$ cat src/inc/spg_pkg.sv
// Constants and carrier types for the serializer housekeeping block.
// Assumes a 200 MHz reference clock and an 8-bit register space.
package spg_pkg;

  // ****************************************************************
  // Register offsets
  // ****************************************************************
  localparam logic [7:0] REMOTE_POWER_DOWN_CONTROL_ADDR = 8'h01;
  localparam logic [7:0] LINK_DETECT_STATUS_ADDR = 8'h0C;
  localparam logic [7:0] GPIO0_MODE_CONFIG_ADDR = 8'h0D;
  localparam logic [7:0] GPIO1_GPIO2_MODE_CONFIG_ADDR = 8'h0E;
  localparam logic [7:0] GPIO3_GPIO5_MODE_CONFIG_ADDR = 8'h0F;
  localparam logic [7:0] GPIO6_GPIO7_MODE_CONFIG_ADDR = 8'h10;
  localparam logic [7:0] GPIO8_MODE_CONFIG_ADDR = 8'h11;
  localparam logic [7:0] VIDEO_WIDTH_MODE_CONFIG_ADDR = 8'h12;
  localparam logic [7:0] GPIO_INPUT_LEVELS_ADDR = 8'h1C;
  localparam logic [7:0] GPIO8_INPUT_LEVEL_ADDR = 8'h1D;
  localparam logic [7:0] INTERRUPT_ARM_CONTROL_ADDR = 8'hC6;
  localparam logic [7:0] IRQ_SOURCE_ADDR = 8'hC7;

  // ****************************************************************
  // Field positions
  // ****************************************************************
  localparam int REMOTE_APD_EN_BIT = 7;
  localparam int CLK_LOSS_SLEEP_EN_BIT = 1;
  localparam int LINK_DETECT_BIT = 0;
  localparam int PCLK_PRESENT_BIT = 1;
  localparam int VIDEO18_BIT = 2;
  localparam int LOW_FREQ_BIT = 1;
  localparam int LEGACY_BIT = 0;
  localparam int IRQ_ARM_BIT = 0;
  localparam int IRQ_CFG_BIT = 5;
  localparam int IRQ_REMOTE_BIT = 0;

  // ****************************************************************
  // Reset values
  // ****************************************************************
  localparam logic [7:0] REMOTE_POWER_DOWN_CONTROL_RST = 8'h00;
  localparam logic [7:0] GPIO_MODE_CONFIG_RST = 8'h00;
  localparam logic [7:0] VIDEO_WIDTH_MODE_CONFIG_RST = 8'h00;
  localparam logic [7:0] INTERRUPT_ARM_CONTROL_RST = 8'h00;

  // ****************************************************************
  // GPIO nibble codes
  // ****************************************************************
  localparam logic [3:0] GPIO_OUT_LOW = 4'h1;
  localparam logic [3:0] GPIO_INPUT = 4'h3;
  localparam logic [3:0] GPIO_BACK_OUT = 4'h5;
  localparam logic [3:0] GPIO_OUT_HIGH = 4'h9;

  // ****************************************************************
  // Timing
  // ****************************************************************
  localparam int REF_CLK_PERIOD_PS = 5000;
  localparam int LOSS_FREQ_KHZ = 1000;
  localparam int LOSS_WINDOW_NS = 4000;
  localparam int LOSS_WINDOW_CYCLES = (LOSS_WINDOW_NS * 1000) / REF_CLK_PERIOD_PS;
  localparam int LOSS_EDGE_THRESH = (LOSS_FREQ_KHZ * LOSS_WINDOW_NS) / 1000000;
  localparam int LINE_RATE_LF_MULT = 4;

  // ****************************************************************
  // Types
  // ****************************************************************
  typedef struct packed {
    logic [7:0] addr;
    logic [7:0] wdata;
    logic wr;
    logic rd;
  } spg_reg_req_type;

  typedef enum logic [1:0] {
    APD_ACTIVE = 2'b00,
    APD_SLEEP = 2'b01,
    APD_RESUME = 2'b10
  } spg_apd_state_type;

endpackage

$ cat src/logic/spg_clk_presence.sv
// Input pixel clock presence detector.
// Assumes the monitored clock is sampled as an ordinary synchronous input.
`timescale 1ns/1ps
module spg_clk_presence
  import spg_pkg::*;
#(
  parameter int WINDOW_CYCLES = LOSS_WINDOW_CYCLES,
  parameter int EDGE_THRESH = LOSS_EDGE_THRESH,
  parameter int CNT_W = 16
) (
  input wire logic ref_clk_in, // Free-running timebase
  input wire logic sys_rst_in, // Synchronous reset
  input wire logic mon_clk_in, // Monitored clock level
  output logic present_out // Clock seen at or above threshold
);

  logic prev_reg;
  logic prev_next;
  logic [CNT_W-1:0] win_reg;
  logic [CNT_W-1:0] win_next;
  logic [CNT_W-1:0] edge_reg;
  logic [CNT_W-1:0] edge_next;
  logic present_reg;
  logic present_next;

  // ****************************************************************
  // Edge counting over a fixed window
  // ****************************************************************
  always_comb begin
    prev_next = mon_clk_in;
    present_next = present_reg;
    win_next = win_reg + CNT_W'(1);
    edge_next = edge_reg;
    if (mon_clk_in && !prev_reg && (edge_reg != {CNT_W{1'b1}})) begin
      edge_next = edge_reg + CNT_W'(1);
    end
    if (win_reg == CNT_W'(WINDOW_CYCLES - 1)) begin
      present_next = (edge_reg >= CNT_W'(EDGE_THRESH));
      win_next = '0;
      edge_next = '0;
    end
  end

  always_ff @(posedge ref_clk_in) begin
    if (sys_rst_in) begin
      prev_reg <= 1'b1;
      win_reg <= '0;
      edge_reg <= '0;
      present_reg <= 1'b0;
    end else begin
      prev_reg <= prev_next;
      win_reg <= win_next;
      edge_reg <= edge_next;
      present_reg <= present_next;
    end
  end

  assign present_out = present_reg;

endmodule

$ cat src/logic/spg_serializer_ctrl.sv
// Serializer housekeeping: remote auto power-down, clock-loss sleep,
// link fault status, low-frequency mode, interrupt forwarding and GPIO.
// Assumes a register port fed by the local I2C slave or control channel,
// and a reset derived from the power-down pin.
`timescale 1ns/1ps

// Notes on behaviour
// - 0x01 bit 7 enables remote auto power-down
// - No back channel while enabled: reduced power
// - Resume on back channel; transmit after bit cleared
// - Optional sleep when pixel clock below 1MHz
// - Relock on clock return; registers kept
// - Fault shows as zero in link_detect_status bit 0
// - One combined indication for all cable faults
// - Low-frequency mode by pin or register
// - Low-frequency mode quadruples line rate ratio; ratio stays 1 in legacy mode
// - Armed (0xC6 bits 0 and 5) and remote interrupt low pulls output; never in legacy mode
// - Reading source register clears and rearms interrupt
// - Four link GPIOs, forward input or back output; no link transfer in legacy mode
// - 0x12 bit 2 selects and loads 18-bit mode
// - Link GPIO modes set by nibble, 3 or 5
// - Local codes 1 low, 9 high, 3 input
// - Register GPIO mode overrides shared audio input
// - Register GPIOs never carried across link
// - Link GPIO levels readable, local output allowed
// - Power-down reset returns registers to defaults
module spg_serializer_ctrl
  import spg_pkg::*;
#(
  parameter int LOSS_WIN_CYCLES = LOSS_WINDOW_CYCLES,
  parameter int LOSS_THRESH = LOSS_EDGE_THRESH
) (
  input wire logic ref_clk_in, // 200 MHz clock
  input wire logic sys_rst_in, // Sync reset from power-down pin
  input wire spg_reg_req_type reg_req_in, // Register access request
  input wire logic back_channel_det_in, // Back channel detected
  input wire logic lvds_clk_in, // Pixel clock level
  input wire logic link_fault_in, // Combined cable fault
  input wire logic low_freq_select_in, // Low-frequency mode pin
  input wire logic legacy_compat_select_in, // Backward compatible pin
  input wire logic remote_irq_n_in, // Remote interrupt, low active
  input wire logic [7:0] gpio_pin_in, // Pin levels GPIO0-3,5-8
  input wire logic [3:0] bc_gpio_in, // Back channel GPIO values
  output logic [7:0] reg_rdata_out, // Read data
  output logic reg_rvalid_out, // Read data valid pulse
  output logic power_save_out, // Reduced-power state
  output logic fwd_tx_en_out, // Forward channel transmit enable
  output logic clk_sleep_out, // Clock-loss sleep state
  output logic relock_out, // Relock request pulse
  output logic [2:0] line_rate_mult_out, // Line rate ratio multiplier
  output logic legacy_mode_out, // Backward compatible mode
  output logic video18_load_out, // 18-bit mode for remote load
  output logic irq_out_n_out, // Interrupt pin drive value
  output logic irq_oe_n_out, // Interrupt pin enable, low drives
  output logic [7:0] gpio_pin_out, // Pin drive values
  output logic [7:0] gpio_oe_n_out, // Pin enables, low drives
  output logic [3:0] fwd_gpio_out, // Forward channel GPIO values
  output logic [7:0] audio_data_out // Audio inputs from shared pins
);

  // ****************************************************************
  // Register file
  // ****************************************************************
  logic [7:0] rpd_ctrl_reg;
  logic [7:0] rpd_ctrl_next;
  logic [7:0] gpio0_cfg_reg;
  logic [7:0] gpio0_cfg_next;
  logic [7:0] gpio12_cfg_reg;
  logic [7:0] gpio12_cfg_next;
  logic [7:0] gpio35_cfg_reg;
  logic [7:0] gpio35_cfg_next;
  logic [7:0] gpio67_cfg_reg;
  logic [7:0] gpio67_cfg_next;
  logic [7:0] gpio8_cfg_reg;
  logic [7:0] gpio8_cfg_next;
  logic [7:0] vid_cfg_reg;
  logic [7:0] vid_cfg_next;
  logic [7:0] irq_arm_reg;
  logic [7:0] irq_arm_next;
  logic [7:0] rdata_reg;
  logic [7:0] rdata_next;
  logic rvalid_reg;
  logic rvalid_next;
  logic src_read;
  logic [7:0] pin_reg;
  logic link_ok_reg;
  logic pclk_ok;
  logic irq_pend_reg;

  always_comb begin
    rpd_ctrl_next = rpd_ctrl_reg;
    gpio0_cfg_next = gpio0_cfg_reg;
    gpio12_cfg_next = gpio12_cfg_reg;
    gpio35_cfg_next = gpio35_cfg_reg;
    gpio67_cfg_next = gpio67_cfg_reg;
    gpio8_cfg_next = gpio8_cfg_reg;
    vid_cfg_next = vid_cfg_reg;
    irq_arm_next = irq_arm_reg;
    rdata_next = rdata_reg;
    rvalid_next = reg_req_in.rd;
    src_read = 1'b0;
    if (reg_req_in.wr) begin
      unique case (reg_req_in.addr)
        REMOTE_POWER_DOWN_CONTROL_ADDR: rpd_ctrl_next = reg_req_in.wdata;
        GPIO0_MODE_CONFIG_ADDR: gpio0_cfg_next = reg_req_in.wdata;
        GPIO1_GPIO2_MODE_CONFIG_ADDR: gpio12_cfg_next = reg_req_in.wdata;
        GPIO3_GPIO5_MODE_CONFIG_ADDR: gpio35_cfg_next = reg_req_in.wdata;
        GPIO6_GPIO7_MODE_CONFIG_ADDR: gpio67_cfg_next = reg_req_in.wdata;
        GPIO8_MODE_CONFIG_ADDR: gpio8_cfg_next = reg_req_in.wdata;
        VIDEO_WIDTH_MODE_CONFIG_ADDR: vid_cfg_next = reg_req_in.wdata;
        INTERRUPT_ARM_CONTROL_ADDR: irq_arm_next = reg_req_in.wdata;
        default: ;
      endcase
    end
    if (reg_req_in.rd) begin
      unique case (reg_req_in.addr)
        REMOTE_POWER_DOWN_CONTROL_ADDR: rdata_next = rpd_ctrl_reg;
        LINK_DETECT_STATUS_ADDR: begin
          rdata_next = 8'h00;
          rdata_next[LINK_DETECT_BIT] = link_ok_reg;
          rdata_next[PCLK_PRESENT_BIT] = pclk_ok;
        end
        GPIO0_MODE_CONFIG_ADDR: rdata_next = gpio0_cfg_reg;
        GPIO1_GPIO2_MODE_CONFIG_ADDR: rdata_next = gpio12_cfg_reg;
        GPIO3_GPIO5_MODE_CONFIG_ADDR: rdata_next = gpio35_cfg_reg;
        GPIO6_GPIO7_MODE_CONFIG_ADDR: rdata_next = gpio67_cfg_reg;
        GPIO8_MODE_CONFIG_ADDR: rdata_next = gpio8_cfg_reg;
        VIDEO_WIDTH_MODE_CONFIG_ADDR: rdata_next = vid_cfg_reg;
        GPIO_INPUT_LEVELS_ADDR: rdata_next = {pin_reg[6:4], 1'b0, pin_reg[3:0]};
        GPIO8_INPUT_LEVEL_ADDR: rdata_next = {7'h00, pin_reg[7]};
        INTERRUPT_ARM_CONTROL_ADDR: rdata_next = irq_arm_reg;
        IRQ_SOURCE_ADDR: begin
          rdata_next = 8'h00;
          rdata_next[IRQ_REMOTE_BIT] = irq_pend_reg;
          src_read = 1'b1;
        end
        default: rdata_next = 8'h00;
      endcase
    end
  end

  // Settings survive clock loss; only the power-down reset clears them
  always_ff @(posedge ref_clk_in) begin
    if (sys_rst_in) begin
      rpd_ctrl_reg <= REMOTE_POWER_DOWN_CONTROL_RST;
      gpio0_cfg_reg <= GPIO_MODE_CONFIG_RST;
      gpio12_cfg_reg <= GPIO_MODE_CONFIG_RST;
      gpio35_cfg_reg <= GPIO_MODE_CONFIG_RST;
      gpio67_cfg_reg <= GPIO_MODE_CONFIG_RST;
      gpio8_cfg_reg <= GPIO_MODE_CONFIG_RST;
      vid_cfg_reg <= VIDEO_WIDTH_MODE_CONFIG_RST;
      irq_arm_reg <= INTERRUPT_ARM_CONTROL_RST;
      rdata_reg <= 8'h00;
      rvalid_reg <= 1'b0;
    end else begin
      rpd_ctrl_reg <= rpd_ctrl_next;
      gpio0_cfg_reg <= gpio0_cfg_next;
      gpio12_cfg_reg <= gpio12_cfg_next;
      gpio35_cfg_reg <= gpio35_cfg_next;
      gpio67_cfg_reg <= gpio67_cfg_next;
      gpio8_cfg_reg <= gpio8_cfg_next;
      vid_cfg_reg <= vid_cfg_next;
      irq_arm_reg <= irq_arm_next;
      rdata_reg <= rdata_next;
      rvalid_reg <= rvalid_next;
    end
  end

  // ****************************************************************
  // Mode straps, captured one cycle after reset release
  // ****************************************************************
  logic strap_done_reg;
  logic strap_done_next;
  logic lf_strap_reg;
  logic lf_strap_next;
  logic bk_strap_reg;
  logic bk_strap_next;
  logic lf_mode;
  logic legacy;

  always_comb begin
    strap_done_next = 1'b1;
    lf_strap_next = lf_strap_reg;
    bk_strap_next = bk_strap_reg;
    if (!strap_done_reg) begin
      lf_strap_next = low_freq_select_in;
      bk_strap_next = legacy_compat_select_in;
    end
  end

  always_ff @(posedge ref_clk_in) begin
    if (sys_rst_in) begin
      strap_done_reg <= 1'b0;
      lf_strap_reg <= 1'b0;
      bk_strap_reg <= 1'b0;
    end else begin
      strap_done_reg <= strap_done_next;
      lf_strap_reg <= lf_strap_next;
      bk_strap_reg <= bk_strap_next;
    end
  end

  assign lf_mode = lf_strap_reg | vid_cfg_reg[LOW_FREQ_BIT];
  assign legacy = bk_strap_reg | vid_cfg_reg[LEGACY_BIT];

  // ****************************************************************
  // Remote auto power-down
  // ****************************************************************
  spg_apd_state_type apd_state_reg;
  spg_apd_state_type apd_state_next;
  logic apd_en;

  assign apd_en = rpd_ctrl_reg[REMOTE_APD_EN_BIT];

  always_comb begin
    apd_state_next = apd_state_reg;
    unique case (apd_state_reg)
      APD_ACTIVE: begin
        if (apd_en && !back_channel_det_in) begin
          apd_state_next = APD_SLEEP;
        end
      end
      APD_SLEEP: begin
        if (!apd_en) begin
          apd_state_next = APD_ACTIVE;
        end else if (back_channel_det_in) begin
          apd_state_next = APD_RESUME;
        end
      end
      APD_RESUME: begin
        if (!apd_en) begin
          apd_state_next = APD_ACTIVE;
        end else if (!back_channel_det_in) begin
          apd_state_next = APD_SLEEP;
        end
      end
      default: apd_state_next = APD_ACTIVE;
    endcase
  end

  always_ff @(posedge ref_clk_in) begin
    if (sys_rst_in) begin
      apd_state_reg <= APD_ACTIVE;
    end else begin
      apd_state_reg <= apd_state_next;
    end
  end

  // ****************************************************************
  // Pixel clock loss detect
  // ****************************************************************
  spg_clk_presence #(
    .WINDOW_CYCLES(LOSS_WIN_CYCLES),
    .EDGE_THRESH(LOSS_THRESH),
    .CNT_W(16)
  ) u_clk_presence (
    .ref_clk_in(ref_clk_in),
    .sys_rst_in(sys_rst_in),
    .mon_clk_in(lvds_clk_in),
    .present_out(pclk_ok)
  );

  // ****************************************************************
  // Interrupt forwarding, held until source read
  // ****************************************************************
  logic irq_pend_next;
  logic irq_set;

  always_comb begin
    irq_set = irq_arm_reg[IRQ_ARM_BIT] && irq_arm_reg[IRQ_CFG_BIT] && !legacy && !remote_irq_n_in;
    irq_pend_next = irq_set || (irq_pend_reg && !src_read);
  end

  always_ff @(posedge ref_clk_in) begin
    if (sys_rst_in) begin
      irq_pend_reg <= 1'b0;
    end else begin
      irq_pend_reg <= irq_pend_next;
    end
  end

  // ****************************************************************
  // GPIO pins, link forwarding and audio sharing
  // ****************************************************************
  logic [3:0] nib [8];
  logic [7:0] pin_out_next;
  logic [7:0] pin_oe_n_next;
  logic [3:0] fwd_next;
  logic [7:0] audio_next;

  assign nib[0] = gpio0_cfg_reg[3:0];
  assign nib[1] = gpio12_cfg_reg[3:0];
  assign nib[2] = gpio12_cfg_reg[7:4];
  assign nib[3] = gpio35_cfg_reg[3:0];
  assign nib[4] = gpio35_cfg_reg[7:4];
  assign nib[5] = gpio67_cfg_reg[3:0];
  assign nib[6] = gpio67_cfg_reg[7:4];
  assign nib[7] = gpio8_cfg_reg[3:0];

  always_comb begin
    pin_out_next = 8'h00;
    pin_oe_n_next = 8'hFF;
    fwd_next = 4'h0;
    audio_next = gpio_pin_in;
    for (int i = 0; i < 8; i++) begin
      unique case (nib[i])
        GPIO_OUT_LOW: begin
          pin_oe_n_next[i] = 1'b0;
          audio_next[i] = 1'b0;
        end
        GPIO_OUT_HIGH: begin
          pin_out_next[i] = 1'b1;
          pin_oe_n_next[i] = 1'b0;
          audio_next[i] = 1'b0;
        end
        GPIO_INPUT: begin
          audio_next[i] = 1'b0;
          if (i < 4 && !legacy) begin
            fwd_next[i] = gpio_pin_in[i];
          end
        end
        GPIO_BACK_OUT: begin
          if (i < 4 && !legacy) begin
            pin_out_next[i] = bc_gpio_in[i];
            pin_oe_n_next[i] = 1'b0;
            audio_next[i] = 1'b0;
          end
        end
        default: ;
      endcase
    end
  end

  // ****************************************************************
  // Output registers
  // ****************************************************************
  logic pclk_ok_reg;
  logic clk_sleep_next;
  logic [2:0] mult_next;

  always_comb begin
    clk_sleep_next = rpd_ctrl_reg[CLK_LOSS_SLEEP_EN_BIT] && !pclk_ok;
    mult_next = (lf_mode && !legacy) ? 3'(LINE_RATE_LF_MULT) : 3'h1;
  end

  always_ff @(posedge ref_clk_in) begin
    if (sys_rst_in) begin
      pin_reg <= 8'h00;
      link_ok_reg <= 1'b0;
      pclk_ok_reg <= 1'b0;
      power_save_out <= 1'b0;
      fwd_tx_en_out <= 1'b0;
      clk_sleep_out <= 1'b0;
      relock_out <= 1'b0;
      line_rate_mult_out <= 3'h1;
      legacy_mode_out <= 1'b0;
      video18_load_out <= 1'b0;
      irq_out_n_out <= 1'b1;
      irq_oe_n_out <= 1'b1;
      gpio_pin_out <= 8'h00;
      gpio_oe_n_out <= 8'hFF;
      fwd_gpio_out <= 4'h0;
      audio_data_out <= 8'h00;
    end else begin
      pin_reg <= gpio_pin_in;
      link_ok_reg <= !link_fault_in;
      pclk_ok_reg <= pclk_ok;
      power_save_out <= (apd_state_next == APD_SLEEP);
      fwd_tx_en_out <= (apd_state_next == APD_ACTIVE);
      clk_sleep_out <= clk_sleep_next;
      relock_out <= pclk_ok && !pclk_ok_reg;
      line_rate_mult_out <= mult_next;
      legacy_mode_out <= legacy;
      video18_load_out <= vid_cfg_reg[VIDEO18_BIT];
      irq_out_n_out <= !irq_pend_next;
      irq_oe_n_out <= !irq_pend_next;
      gpio_pin_out <= pin_out_next;
      gpio_oe_n_out <= pin_oe_n_next;
      fwd_gpio_out <= fwd_next;
      audio_data_out <= audio_next;
    end
  end

  assign reg_rdata_out = rdata_reg;
  assign reg_rvalid_out = rvalid_reg;

endmodule

$ cat config.mk
export PLATFORM = sky130hd
export DESIGN_NAME = spg_serializer_ctrl
export DESIGN_NICKNAME = d
export VERILOG_FILES = /design/src/inc/spg_pkg.sv /design/src/logic/spg_clk_presence.sv /design/src/logic/spg_serializer_ctrl.sv
export SDC_FILE = /design/constraint.sdc
export NUM_CORES = 1
export LEC_CHECK = 0
export ABC_AREA = 1
export BUFFER_PORTS_ARGS = -buffer_cell sky130_fd_sc_hd__buf_4
export CAP_MARGIN = 20
export CELL_PAD_IN_SITES_DETAIL_PLACEMENT = 1
export CELL_PAD_IN_SITES_GLOBAL_PLACEMENT = 2
export CORE_ASPECT_RATIO = 1.4
export CORE_MARGIN = 2
export CORE_UTILIZATION = 35
export CTS_CLUSTER_DIAMETER = 120
export DETAILED_ROUTE_END_ITERATION = 12
export PLACE_DENSITY = 0.86
export SLEW_MARGIN = 10
export SYNTH_ARGS = -nofsm -noshare
export SYNTH_HDL_FRONTEND = slang
export SYNTH_SLANG_ARGS = --single-unit
$ cat constraint.sdc
create_clock -name ref_clk_in -period 4.2 [get_ports ref_clk_in]
set_input_delay 0.42 -clock ref_clk_in [delete_from_list [all_inputs] [get_ports ref_clk_in]]
set_output_delay 0.42 -clock ref_clk_in [all_outputs]
set_load 0.02 [all_outputs]
# == After elaboration in Yosys (flattened, before gate mapping) ==
# Index checks and enable logic that the tools add are counted.
# word_totals
mem_bits_ro,0
inputBits,38
n_memories,0
latchBits,0
wordCells,186
mem_bits_rw,0
ff_bits,161
output_inout_bits,48
# op_classes
bitwise,6
eq_ne,45
div,0
n_mux,40
n_shift,0
multipliers,0
n_lt_le_gt_ge,1
add_sub_neg,2
reduce_logical,51
# ops
op,n
8-bit case mux with 12 select lines,1
"8-bit by 5-bit equality test with 1-bit output, second input constant",5
"16-bit by 1-bit adder with 16-bit output, second input constant",2
"4-bit by 1-bit equality test with 1-bit output, second input constant",8
"4-bit by 2-bit equality test with 1-bit output, second input constant",8
"4-bit equality test, second input constant",8
"8-bit by 4-bit equality test with 1-bit output, second input constant",4
1-bit case mux with 2 select lines,12
3-bit OR reduction,8
1-bit two-way mux,20
2-bit OR reduction,9
"16-bit by 10-bit equality test with 1-bit output, second input constant",1
"4-bit by 3-bit equality test with 1-bit output, second input constant",4
"8-bit equality test, second input constant",2
"16-bit by 3-bit >= comparator with 1-bit output, second input constant",1
"16-bit inequality test, second input constant",1
2-bit AND reduction,8
4-bit OR reduction,4
1-bit logical AND,10
2-bit two-way mux,5
1-bit zero test,9
"8-bit by 1-bit equality test with 1-bit output, second input constant",1
2-bit case mux with 3 select lines,1
"2-bit by 1-bit equality test with 1-bit output, second input constant",2
other kinds (6),11

# == Depth between registers and ports, before layout ==
# Gate-level depths: netlist of the first run.
# depth
ltp_word,7
depth_mapped,11
ltp_nobuf,10

# == Cells and area by module ==
# From an unflattened synthesis of the first run, not the netlist that was laid out.
# hier_totals
hier_cells,961
hier_area_um2,7252.0
# modules_own_cells
mod,n_inst,seq_area_each_um2,area_each_um2,cells_each
spg_serializer_ctrl,1,2522.4,5301.3,672
spg_clk_presence,1,680.7,1950.6,289

# == Worst setup path after synthesis of the first run ==
# Ideal clock, no wire load.
# synth_path
path_kind,input to register
start,input reg_req_in[13] (netlist bit)
end,register gpio67_cfg_reg[6]
slack_ns,2.643
path_stages,9
setup_ns,0.119
arrival_ns,1.437
required_ns,4.081
path_cell_list,inv_1 -> nand2_1 -> nor2_1 -> nand2_1 -> nor2_1 -> inv_1 -> buf_2 -> o21ai_0 -> a21oi_1
# synth_between
elab_chain_len,2
# synth_lines
element,line_no,source
start: declaration,spg_serializer_ctrl.sv:35,"input wire spg_reg_req_type reg_req_in,"
8-bit by 5-bit equality test with 1-bit output,spg_serializer_ctrl.sv:103,unique case (reg_req_in.addr)
2-bit AND reduction (no source line),--,
end signal: assignment,spg_serializer_ctrl.sv:160,gpio67_cfg_reg <= gpio67_cfg_next;
end: declaration,spg_serializer_ctrl.sv:72,logic [7:0] gpio67_cfg_reg;
# No other way between the ends.
# A chain may end at the register's enable or synchronous reset.

# == Final worst setup path of the first run ==
# layout_path
start,register u_clk_presence.win_reg[0]
end,register u_clk_presence.win_reg[14]
# layout_between
elab_chain_len,2
word_cells_on_any_way,3
# layout_lines
element,line_no,source
start: declaration,spg_clk_presence.sv:19,logic [CNT_W-1:0] win_reg;
start signal: assignment,spg_clk_presence.sv:52,win_reg <= win_next;
"parallel branches: the longest is 2 deep, another holds 16-bit by 1-bit adder with 16-bit output",--,
# Several ways; the timed one is not identified.

==> results.md, run 1 <==
* Required time worst endpoint at 4.49 ns
* Maximum vdd drop at 0.1940 mV
* Worst-Skew Late Latency at 0.43 ns
* Cell Pwr Density at 400.4 nW/um^2
* Die Ht at 168.0 um
* Worst setup SP type: flop
* Area of placed instances at 7540 sq um
* Starting DRT DRC Count at 277
* Router iterations before antenna repair at 5
* Drt wl/cell at 15.83 um
* HP Class: input port to flop
* CTS tree: yes
* Clock Path Buffers at 2
* DIE AREA at 20,360 sq um
* Total grt overflow at 0
* Syn Nets at 962
* Worst setup path class: flop to flop
* Syn Inst Count at 921
* CP startpoint: u_clk_presence.win_reg[0]$_SDFF_PP0_
* Post-CTS Setup Repair Bufs at 0
* Post-synthesis sequential area ratio at 47.63%
* Antenna violations before repair at 0
* Metal3 WL at 713 um
* Leakage power at 0.003219 uW
* Max Cap Violations at 0
* CP arrival at 2.55 ns
* Final Hold Viols at 0
* Final clock skew at 0.007085 ns
* Setup violators final at 0
* Cell Area, Synth at 6725 sq um
* Final Wtd Congestion at 0.8331
* Minimum clock period after layout at 2.259 ns
* Post-synthesis cell type count at 36
* Status: finished clean
* Yosys warns at 0
* CTS HTree Levels at 4
* Worst slew pin tran at 1.009 ns
* Top sig layer: met4
* Syn_area_per_cell at 7.302 sq um
* Top Ports at 86
* Final instance area at 8127 sq um
* Setup TNS Final at 0 ns
* Routed met2 length at 10.43 mm
* Nets at 1,035
* Vias in the first global route at 6,193
* Crit end category: flop
* CTS buffer count at 17
* Layout Cells excl Fill at 1,255
* Area growth syn-to-layout at 20.84%
* Tot GR Track Use at 20.34%
* Initial Utilization at 35.27%
* Via count at 6,157
* Placed cell count at 1,223
* Global-route wire length before repair at 32.16 mm
* Metal-1 WL at 8.336 mm
* Diodes inserted at 0
* Core ar. at 19,070 sq um
* Via density at 4.906
* Filler Cell Count at 2,434
* WL final at 19.86 mm
* CTS Hold Buffers Added at 0
* Largest net degree at the start of global routing at 50
* Max-slew violation count at 0
* Hold_sp: link_fault_in
* RSZ-0062 raised after global routing: false
* Tcrit/Tclk final at 53.78%
* CP Max Fanout at 24
* Post-cts gate resize count at 0
* R2R setup slack at 1.94 ns
* I/O Buffers at 84
* Max Clk Rate at 442.7 MHz
* Final ANT Viol Nets at 0
* Total clock sinks at 160
* HPWL Detailed at 14.39 mm
* Row cnt at 60
* Worst r2r src: u_clk_presence.win_reg[0]$_SDFF_PP0_
* Floorplan die width at 121.2 um
* Drt drc at 0
* CTS root buffer: clkbuf_16
* Slew HR at 32.64%
* Layout cells sized above 1 at 14.20%
* Clock transition at the registers of the reported paths at 0.06 ns
* Yosys reg bits at 160
## final cells by class
class	count	area, sq um	area share [%]
Clock buffer	18	439.2	5.404
Inverter	132	495.5	6.097
Timing Repair Buffer	88	660.6	8.129
Tap cell	248	310.3	3.818
Clock inverter	14	147.6	1.817
Multi-Input combinational cell	595	2870	35.32
Sequential cell	160	3203	39.41
## layer usage
metal | up-vias | GRT usage (%)
met5 | - | 0
met4 | 0 | 6.547
met3 | 21 | 3.388
met2 | 106 | 37.86
met1 | 2885 | 23.32
li1 | 3145 | -
## kinds of logic (layout without fill, tap and decap cells)
family | after synthesis | after routing | synth area share (%)
compound gates | 187 | 187 | 14.55
xor+xnor | 12 | 12 | 1.563
fa+ha+maj | 3 | 3 | 0.5582
buf+inv | 166 | 252 | 9.730
flops | 160 | 160 | 47.63
other cells | 1 | 1 | 0.05576
simple gates | 392 | 392 | 25.92
## critical path, stage by stage, from the launching register on
cell	delay [ns]
dfxtp_1	0.36
ha_1	0.18
nand2_1	0.06
inv_1	0.10
nand3_2	0.15
nor3_2	0.32
nor2_2	0.16
inv_1	0.65
nor3_1	0.13
## placed cells by master, fill, tap and decap left out, types with 2 or more instances in the layout
cell       count
xnor2_1        2
a211oi_1       2
o21ai_0       79
buf_4         88
nor2_1        98
nor2_2        13
dfxtp_1      160
a311oi_1       3
a31oi_1        2
xor2_1        10
nand2_1      130
nand3_1      104
clkbuf_16     17
inv_8          2
nor4_1         8
clkinv_4       6
inv_6          4
a21oi_1       96
nand4_1        8
nand2_2        3
nor3_1        20
ha_1           3
inv_1        130
nand3b_1       2
## report_power, final
part	total [uW]	switching, uW	internal [uW]
Combinational	164	111	53.2
Clock	1550	693	852
Sequential	1540	8.85	1540
Total	3250	813	2440
## synthesized netlist by cell type
| master | count | area share (%) |
|---|---|---|
| nor3_2 | 1 | 0.15 |
| nor2_2 | 12 | 1.1 |
| clkbuf_1 | 14 | 0.78 |
| o311a_1 | 1 | 0.15 |
| a211oi_1 | 2 | 0.22 |
| nor4b_1 | 1 | 0.13 |
| xor2_1 | 10 | 1.3 |
| nor2_1 | 99 | 5.5 |
| nor3b_1 | 1 | 0.11 |
| nand3b_1 | 2 | 0.22 |
| buf_1 | 1 | 0.056 |
| nor4_1 | 8 | 0.74 |
| nor3_1 | 20 | 1.5 |
| a31oi_2 | 1 | 0.19 |
| xnor2_1 | 2 | 0.26 |
| o41ai_1 | 1 | 0.13 |
| dfxtp_1 | 160 | 48 |
| buf_2 | 16 | 1.2 |
| ha_1 | 3 | 0.56 |
| a311oi_1 | 3 | 0.39 |
| a21oi_2 | 1 | 0.13 |
| or2_2 | 1 | 0.093 |
| nand2_1 | 130 | 7.3 |
| nor2_4 | 1 | 0.17 |
| conb_1 | 1 | 0.056 |
| o2111ai_1 | 1 | 0.13 |
| nand4_1 | 8 | 0.74 |
| nand2_2 | 3 | 0.28 |
| nand3_1 | 104 | 7.7 |
| o21ai_0 | 79 | 5.9 |
| a31oi_1 | 2 | 0.19 |
| a21oi_1 | 96 | 7.1 |
| nand3_2 | 1 | 0.15 |
| clkinv_1 | 1 | 0.056 |
| buf_4 | 3 | 0.33 |
| inv_1 | 131 | 7.3 |
## stage by stage
stage               setup slack [ns]  util (%)  hold slack [ns]  power (uW)
floorplan                      2.643         -           0.3760        1660
global placement               1.601     39.54           0.3958        1744
detailed placement             1.556     39.54           0.3989        1745
CTS                            1.825     42.62           0.1402        3302
global route                   1.657     42.62           0.1550        3379
finish                         1.941     42.62           0.1518        3254
## path summary, 6_finish.rpt
| check | cells after the start | end |
|---|---|---|
| worst max-delay path | 8 | u_clk_presence.win_reg[14]$_SDFF_PP0_ |
| worst min-delay path | 2 | link_ok_reg$_SDFF_PP0_ |
| worst max register to register | 8 | u_clk_presence.win_reg[14]$_SDFF_PP0_ |
| worst min register to register | 1 | relock_out$_SDFF_PP0_ |
No activity file was read; power rests on OpenSTA's default activity.
==> run 2: changes to the inputs <==
--- a/config.mk
+++ b/config.mk
@@ -12,10 +12,10 @@
 export CELL_PAD_IN_SITES_GLOBAL_PLACEMENT = 2
 export CORE_ASPECT_RATIO = 1.4
 export CORE_MARGIN = 2
-export CORE_UTILIZATION = 35
+export CORE_UTILIZATION = 33
 export CTS_CLUSTER_DIAMETER = 120
 export DETAILED_ROUTE_END_ITERATION = 12
-export PLACE_DENSITY = 0.86
+export PLACE_DENSITY = 0.82
 export SLEW_MARGIN = 10
 export SYNTH_ARGS = -nofsm -noshare
 export SYNTH_HDL_FRONTEND = slang
==> constraint.sdc (replaced) <==
create_clock -name ref_clk_in -period 2.1 [get_ports ref_clk_in]
set_input_delay 0.21 -clock ref_clk_in [delete_from_list [all_inputs] [get_ports ref_clk_in]]
set_output_delay 0.21 -clock ref_clk_in [all_outputs]
set_load 0.02 [all_outputs]
==> run 2 against run 1 <==
  * Power grew 100%
  * First-iteration DRC count grew 3.2%
  * Count of clock-buffer cells in the layout grew 2
  * Critical path depth grew 2
  * Fmax grew 34%
  * Core utilization shrank 0.69 points
  * Combinational power grew 120%
  * Clock skew is essentially flat
  * Largest cell class unchanged
==> results.md, run 2 (synthesis results as in run 1) <==
* CTS HTree Levels at 4 (unchanged)
* CTS buffer count at 17 (unchanged)
* Crit path buffers/inverters at 2 (unchanged)
* Crit end category: flop
* Drt wl/cell at 15.99 um (+1.0%)
* Final ANT Viol Nets at 0 (unchanged)
* Nets at 1,056 (+2.0%)
* Cell Pwr Density at 797.3 nW/um^2 (+99%)
* Overall power at 6659 uW (+100%)
* I/O Buffers at 84 (unchanged)
* Slowest CP cell: dfxtp_1
* R2R setup slack at 0.42 ns (-1.52 ns)
* Final clock skew at 0.006738 ns (-0.0003473 ns)
* CTS root buffer: clkbuf_16
* Max-slew violation count at 0 (unchanged)
* WL final at 20.46 mm (+3.0%)
* Worst-path cell chain: ha_1 -> nand2_1 -> inv_1 -> nand2_2 -> nor2_4 -> nand2_2 -> a21oi_2 -> buf_4 -> nand2_1 -> a21oi_1
* Clock transition at the registers of the reported paths at 0.06 ns (about the same)
* Drt drc at 0 (unchanged)
* Top Ports at 86 (unchanged)
* Die Ht at 172.9 um (+2.9%)
* HPWL Detailed at 15.03 mm (+4.4%)
* Maximum vdd drop at 0.5180 mV (+170%)
* Fin Hold WS at 0.01493 ns (-0.1368 ns)
* CP Max Fanout at 11 (-54%)
* Setup violators final at 0 (unchanged)
* FF-to-FF path depth at 10 (+2)
* Max Cap Violations at 0 (unchanged)
* Required time worst endpoint at 2.46 ns (-2.03 ns)
* Largest net degree at the start of global routing at 37 (-26%)
* Worst setup path class: flop to flop
* Tcrit/Tclk final at 80.12% (+26 points)
* Layout cells sized above 1 at 15.47% (+1.3 points)
* Diodes inserted at 0 (unchanged)
* Minimum clock period after layout at 1.682 ns (-0.5762 ns)
* Worst slew pin tran at 0.5514 ns (-0.4580 ns)
* Max Clk Rate at 594.4 MHz (+34%)
* Global-route wire length before repair at 33.32 mm (+3.6%)
* Via count at 6,157 (unchanged)
* Antenna violations before repair at 0 (unchanged)
* Router iterations before antenna repair at 4 (-1)
* Floorplan die width at 124.7 um (+2.9%)
* Initial Utilization at 33.76% (-1.5 points)
* Peak per-stage delay on the critical path at 0.39 ns (-0.26 ns)
* Core ar. at 19,920 sq um (+4.5%)
* Worst setup SP type: flop
* Worst r2r src: u_clk_presence.edge_reg[0]$_SDFFE_PP0P_
* Setup TNS Final at 0 ns (unchanged)
* CP arrival at 2.04 ns (-0.51 ns)
* Post-route worst setup slack at 0.4176 ns (-1.524 ns)
* Post-CTS Setup Repair Bufs at 0 (unchanged)
* Leakage power at 0.003322 uW (+3.2%)
* Most frequent cells in the layout: 160 x dfxtp_1, 130 x inv_1, 130 x nand2_1, 104 x nand3_1, 103 x buf_4
* Hold Path Stages at 3 (+1)
* Worst-Skew Late Latency at 0.43 ns (about the same)
* Starting DRT DRC Count at 286 (+3.2%)
* CP delay by family, top: simple AND/OR/NAND/NOR gates
* Area growth syn-to-layout at 24.19%
* DIE AREA at 21,550 sq um (+5.9%)
* Slew HR at 63.14% (+31 points)
* Pre-CTS setup slack at 0.2349 ns (-1.321 ns)
* Final Wtd Congestion at 0.7950 (-4.6%)
* Total grt overflow at 0 (unchanged)
* FF-to-FF End: u_clk_presence.edge_reg[4]$_SDFFE_PP0P_
* HP Class: input port to flop
* Most common cell after layout, fill and taps aside: dfxtp_1
* Clock Path Buffers at 2 (unchanged)
* Via density at 4.810 (-2.0%)
* Total clock sinks at 160 (unchanged)
* Hold_sp: gpio_pin_in[5]
* Status: finished clean
* RSZ-0062 raised after global routing: false
* CTS tree: yes
* Vias in the first global route at 6,381 (+3.0%)
* Final Hold Viols at 0 (unchanged)
* Tot GR Track Use at 19.42% (-0.92 points)
* Hold endpoint: pin_reg[5]$_SDFF_PP0_
* Row cnt at 61 (+1.7%)
-- run 2: where the power goes --
part	internal, uW	leakage [uW]	total (uW)	switching, uW
combinational	129	0.00175	358	228
clock	1910	0.000275	3210	1310
sequential	3070	0.00130	3090	17.5
total	5110	0.00332	6660	1550
-- run 2: layer usage --
layer,GRT usage [%],vias to the layer above,routed length [um]
met5,0,-,0
met3,3.496,29,719
met4,7.163,0,516
li1,-,3183,-
met2,35.41,87,10610
met1,22.51,2858,8620
-- run 2: tightest hold or removal path, delay by kind of cell --
| family | cells | cell delay (ns) |
|---|---|---|
| buffers and inverters | 2 | 0.12 |
| and+or+nand+nor | 1 | 0.07 |
-- run 2: repair_timing --
item | in CTS | in global routing
hold buffers | 3 | 0
gates resized for setup | 0 | 0
hold endpoints to repair | 4 | 0
-- run 2: through the flow --
| step | area [sq um] | util (%) | std cells |
|---|---|---|---|
| global placement | 7717 | 38.74 | 1245 |
| global route | 8352 | 41.93 | 1280 |
| floorplan | 6725 | - | 921 |
| CTS | 8352 | 41.93 | 1280 |
| finish | 8352 | 41.93 | 1280 |
| detailed placement | 7717 | 38.74 | 1245 |
-- run 2: how the worst max path moves through the flow --
| stage | startpoint | endpoint | slack, ns | depth (start not counted) |
|---|---|---|---|---|
| 2_1_floorplan | u_clk_presence.win_reg[0]$_SDFF_PP0_ | u_clk_presence.win_reg[11]$_SDFF_PP0_ | 0.56 | 9 |
| 3_3_place_gp | reg_req_in[12] | gpio35_cfg_reg[7]$_SDFFE_PP0P_ | 0.27 | 6 |
| 3_5_place_dp | reg_req_in[10] | gpio12_cfg_reg[1]$_SDFFE_PP0P_ | 0.23 | 7 |
| 4_1_cts | u_clk_presence.edge_reg[0]$_SDFFE_PP0P_ | u_clk_presence.edge_reg[4]$_SDFFE_PP0P_ | 0.37 | 10 |
| 5_1_grt | u_clk_presence.edge_reg[0]$_SDFFE_PP0P_ | u_clk_presence.edge_reg[3]$_SDFFE_PP0P_ | 0.19 | 10 |
| 6_report | u_clk_presence.edge_reg[0]$_SDFFE_PP0P_ | u_clk_presence.edge_reg[4]$_SDFFE_PP0P_ | 0.42 | 10 |
-- run 2: layout make-up --
cell class	count	area (sq um)
Fill cell	2539	11570
Sequential cell	160	3203
Multi-Input combinational cell	595	2870
Timing Repair Buffer	109	863.3
Inverter	132	495.5
Clock buffer	20	446.7
Tap cell	252	315.3
Clock inverter	12	157.7
==> run 3: changes to the inputs <==
--- a/config.mk
+++ b/config.mk
@@ -12,10 +12,10 @@
 export CELL_PAD_IN_SITES_GLOBAL_PLACEMENT = 2
 export CORE_ASPECT_RATIO = 1.4
 export CORE_MARGIN = 2
-export CORE_UTILIZATION = 33
+export CORE_UTILIZATION = 29
 export CTS_CLUSTER_DIAMETER = 120
 export DETAILED_ROUTE_END_ITERATION = 12
-export PLACE_DENSITY = 0.82
+export PLACE_DENSITY = 0.76
 export SLEW_MARGIN = 10
 export SYNTH_ARGS = -nofsm -noshare
 export SYNTH_HDL_FRONTEND = slang
==> constraint.sdc (replaced) <==
create_clock -name ref_clk_in -period 1.4 [get_ports ref_clk_in]
set_input_delay 0.14 -clock ref_clk_in [delete_from_list [all_inputs] [get_ports ref_clk_in]]
set_output_delay 0.14 -clock ref_clk_in [all_outputs]
set_load 0.02 [all_outputs]
==> run 3 against run 2 <==
  * The flow now finishes with violations (negative setup slack)
  * Largest cell class unchanged
  * Non-clock buffer count increased by 89
  * Design area increased by 16%
  * Die area increased by 13%
  * Global-route usage about the same
  * Worst hold slack improved by 0.027 ns
  * Final cell count increased by 11%
==> results.md, run 3 (synthesis results as in run 1) <==
* Minimum clock period after layout at 1.549 ns (-0.1330 ns)
* CTS HTree Levels at 4 (unchanged)
* Tcrit/Tclk final at 110.7% (+31 points)
* Failing checks: negative setup slack
* Drt drc at 0 (unchanged)
* CTS buffer count at 17 (unchanged)
* CP Max Fanout at 10 (-1)
* Clock transition at the registers of the reported paths at 0.07 ns (about the same)
* Vias in the first global route at 6,981 (+9.4%)
* I/O Buffers at 84 (unchanged)
* Diodes inserted at 0 (unchanged)
* HP Class: input port to flop
* Post-route worst setup slack at -0.1494 ns (-0.5670 ns)
* Setup violators final at 32 (+32)
* Row cnt at 65 (+6.6%)
* Most frequent cells in the layout: 160 x buf_4, 154 x dfxtp_1, 126 x inv_1, 117 x nand2_1, 100 x nand3_1
* Flop pwr share at 43.1% (-3.3 points)
* Switching share of power at 22.30% (-1.0 points)
* Maximum vdd drop at 0.8578 mV (+66%)
* Nets at 1,145 (+8.4%)
* Max-slew violation count at 0 (unchanged)
* Worst setup SP type: flop
* Clock Path Buffers at 2 (unchanged)
* Cell Pwr Density at 1111 nW/um^2 (+39%)
* RSZ-0062 raised after global routing: true
* Final clock skew at 0.006301 ns (-0.0004366 ns)
* Global-route wire length before repair at 36.71 mm (+10%)
* HPWL Detailed at 16.57 mm (+10%)
* Required time worst endpoint at 1.72 ns (-0.74 ns)
* Via count at 6,649 (+8.0%)
* Total grt overflow at 0 (unchanged)
* Initial Utilization at 29.64% (-4.1 points)
* Overall power at 10,770 uW (+62%)
* Internal at 8368 uW (+64%)
* Pre-CTS setup slack at -0.2108 ns (-0.4456 ns)
* Worst path most repeated cell: buf_12
* Clock Power Share at 50.2% (+2.0 points)
* Final Hold Viols at 0 (unchanged)
* Worst-Skew Late Latency at 0.43 ns (about the same)
* Status: finished with violations
* CP arrival at 1.87 ns (-0.17 ns)
* Slowest CP cell: dfxtp_4
* Most common cell after layout, fill and taps aside: buf_4
* Via density at 4.689 (-2.5%)
* WL final at 23.05 mm (+13%)
* Switch Pwr at 2401 uW (+55%)
* Starting DRT DRC Count at 190 (-34%)
* Leakage power at 0.003904 uW (+17%)
* CTS root buffer: clkbuf_16
* Max Cap Violations at 0 (unchanged)
* Top Ports at 86 (unchanged)
* Tot GR Track Use at 19.39% (-0.027 points)
* Crit end category: flop
* Final ANT Viol Nets at 0 (unchanged)
* Peak per-stage delay on the critical path at 0.37 ns (-0.02 ns)
* Drt wl/cell at 16.26 um (+1.7%)
* Area growth syn-to-layout at 44.13%
* Total clock sinks at 160 (unchanged)
* Core ar. at 22,690 sq um (+14%)
* Final Wtd Congestion at 0.8399 (+5.6%)
* Die Ht at 184.2 um (+6.5%)
* Max Clk Rate at 645.4 MHz (+8.6%)
* DIE AREA at 24,440 sq um (+13%)
* Largest net degree at the start of global routing at 41 (+11%)
* Crit path buffers/inverters at 4 (+2)
* Floorplan die width at 132.7 um (+6.5%)
* Router iterations before antenna repair at 4 (unchanged)
* CTS tree: yes
* Comb pwr share at 6.7% (+1.3 points)
* CP delay by family, top: simple AND/OR/NAND/NOR gates
* Worst setup path class: flop to flop
* Worst-path cell chain: ha_4 -> nand2_2 -> inv_2 -> nand3_4 -> nor3_4 -> nor2_4 -> inv_4 -> buf_12 -> buf_12 -> a21oi_1
* Layout cells sized above 1 at 26.86% (+11 points)
* Antenna violations before repair at 0 (unchanged)
[run 3: per-layer routing]
| layer | part of all wire, % | routed length, um | GRT usage (%) |
|---|---|---|---|
| met1 | 41 | 9410 | 20.91 |
| met2 | 53 | 12290 | 36.73 |
| met3 | 2.9 | 676 | 3.795 |
| met4 | 2.9 | 677 | 8.000 |
| met5 | 0 | 0 | 0 |
[run 3: worst paths after layout]
path,slack [ns],to,cells past startpoint,startpoint
hold reg to reg,0.41,relock_out$_SDFF_PP0_,1,pclk_ok_reg$_SDFF_PP0_
hold / removal,0.04,reg_rdata_out[1]$_SDFFE_PP0P_,3,reg_req_in[0]
setup reg to reg,-0.15,u_clk_presence.edge_reg[0]$_SDFFE_PP0P_,10,u_clk_presence.win_reg[1]$_SDFF_PP0_
setup / recovery,-0.15,u_clk_presence.edge_reg[0]$_SDFFE_PP0P_,10,u_clk_presence.win_reg[1]$_SDFF_PP0_
[run 3: layout make-up]
cell class | count | area [sq um]
inverter | 132 | 500.5
tap | 301 | 376.6
clock inverter | 13 | 232.7
fill | 2732 | 13000
timing repair buffer | 198 | 1742
multi-input combinational | 595 | 3176
sequential | 160 | 3213
clock buffer | 19 | 452.9
[run 3: through the flow]
step | utilization (%) | setup TNS [ns] | instance area [sq um] | std cells | hold WS, ns
6_report | 42.72 | -3.131 | 9693 | 1418 | 0.04227
5_1_grt | 42.72 | -5.550 | 9693 | 1418 | 0.04109
4_1_cts | 42.06 | -3.677 | 9543 | 1414 | 0.02494
3_5_place_dp | 36.90 | -10.34 | 8372 | 1355 | 0.3193
3_3_place_gp | 36.90 | -6.811 | 8372 | 1355 | 0.3174
2_1_floorplan | - | 0 | 6775 | 921 | 0.2124
[run 3: timing repair]
action / CTS / global route
resized for setup: 46 / 43
setup buffers: 8 / 8
cloned: 3 / 0
endpoints found under the setup margin: 32 / 40
hold endpoints to repair: 27 / 0
pin swaps: 6 / 10
hold buffers: 18 / 0
[run 3: worst min-delay path: cells and delay by family]
kind / cells / cell delay [ns]
buffers and inverters: 1 / 0.16
and+or+nand+nor: 1 / 0.07
AOI/OAI and AO/OA: 1 / 0.05
[run 3: power by group through the flow]
stage          clock (uW)  sequential [uW]  combinational (uW)
2_1_floorplan           0             4760                 233
3_3_place_gp            0             4740                 604
3_5_place_dp            0             4740                 611
4_1_cts              5530             4640                 717
5_1_grt              5700             4640                 782
6_report             5410             4640                 721
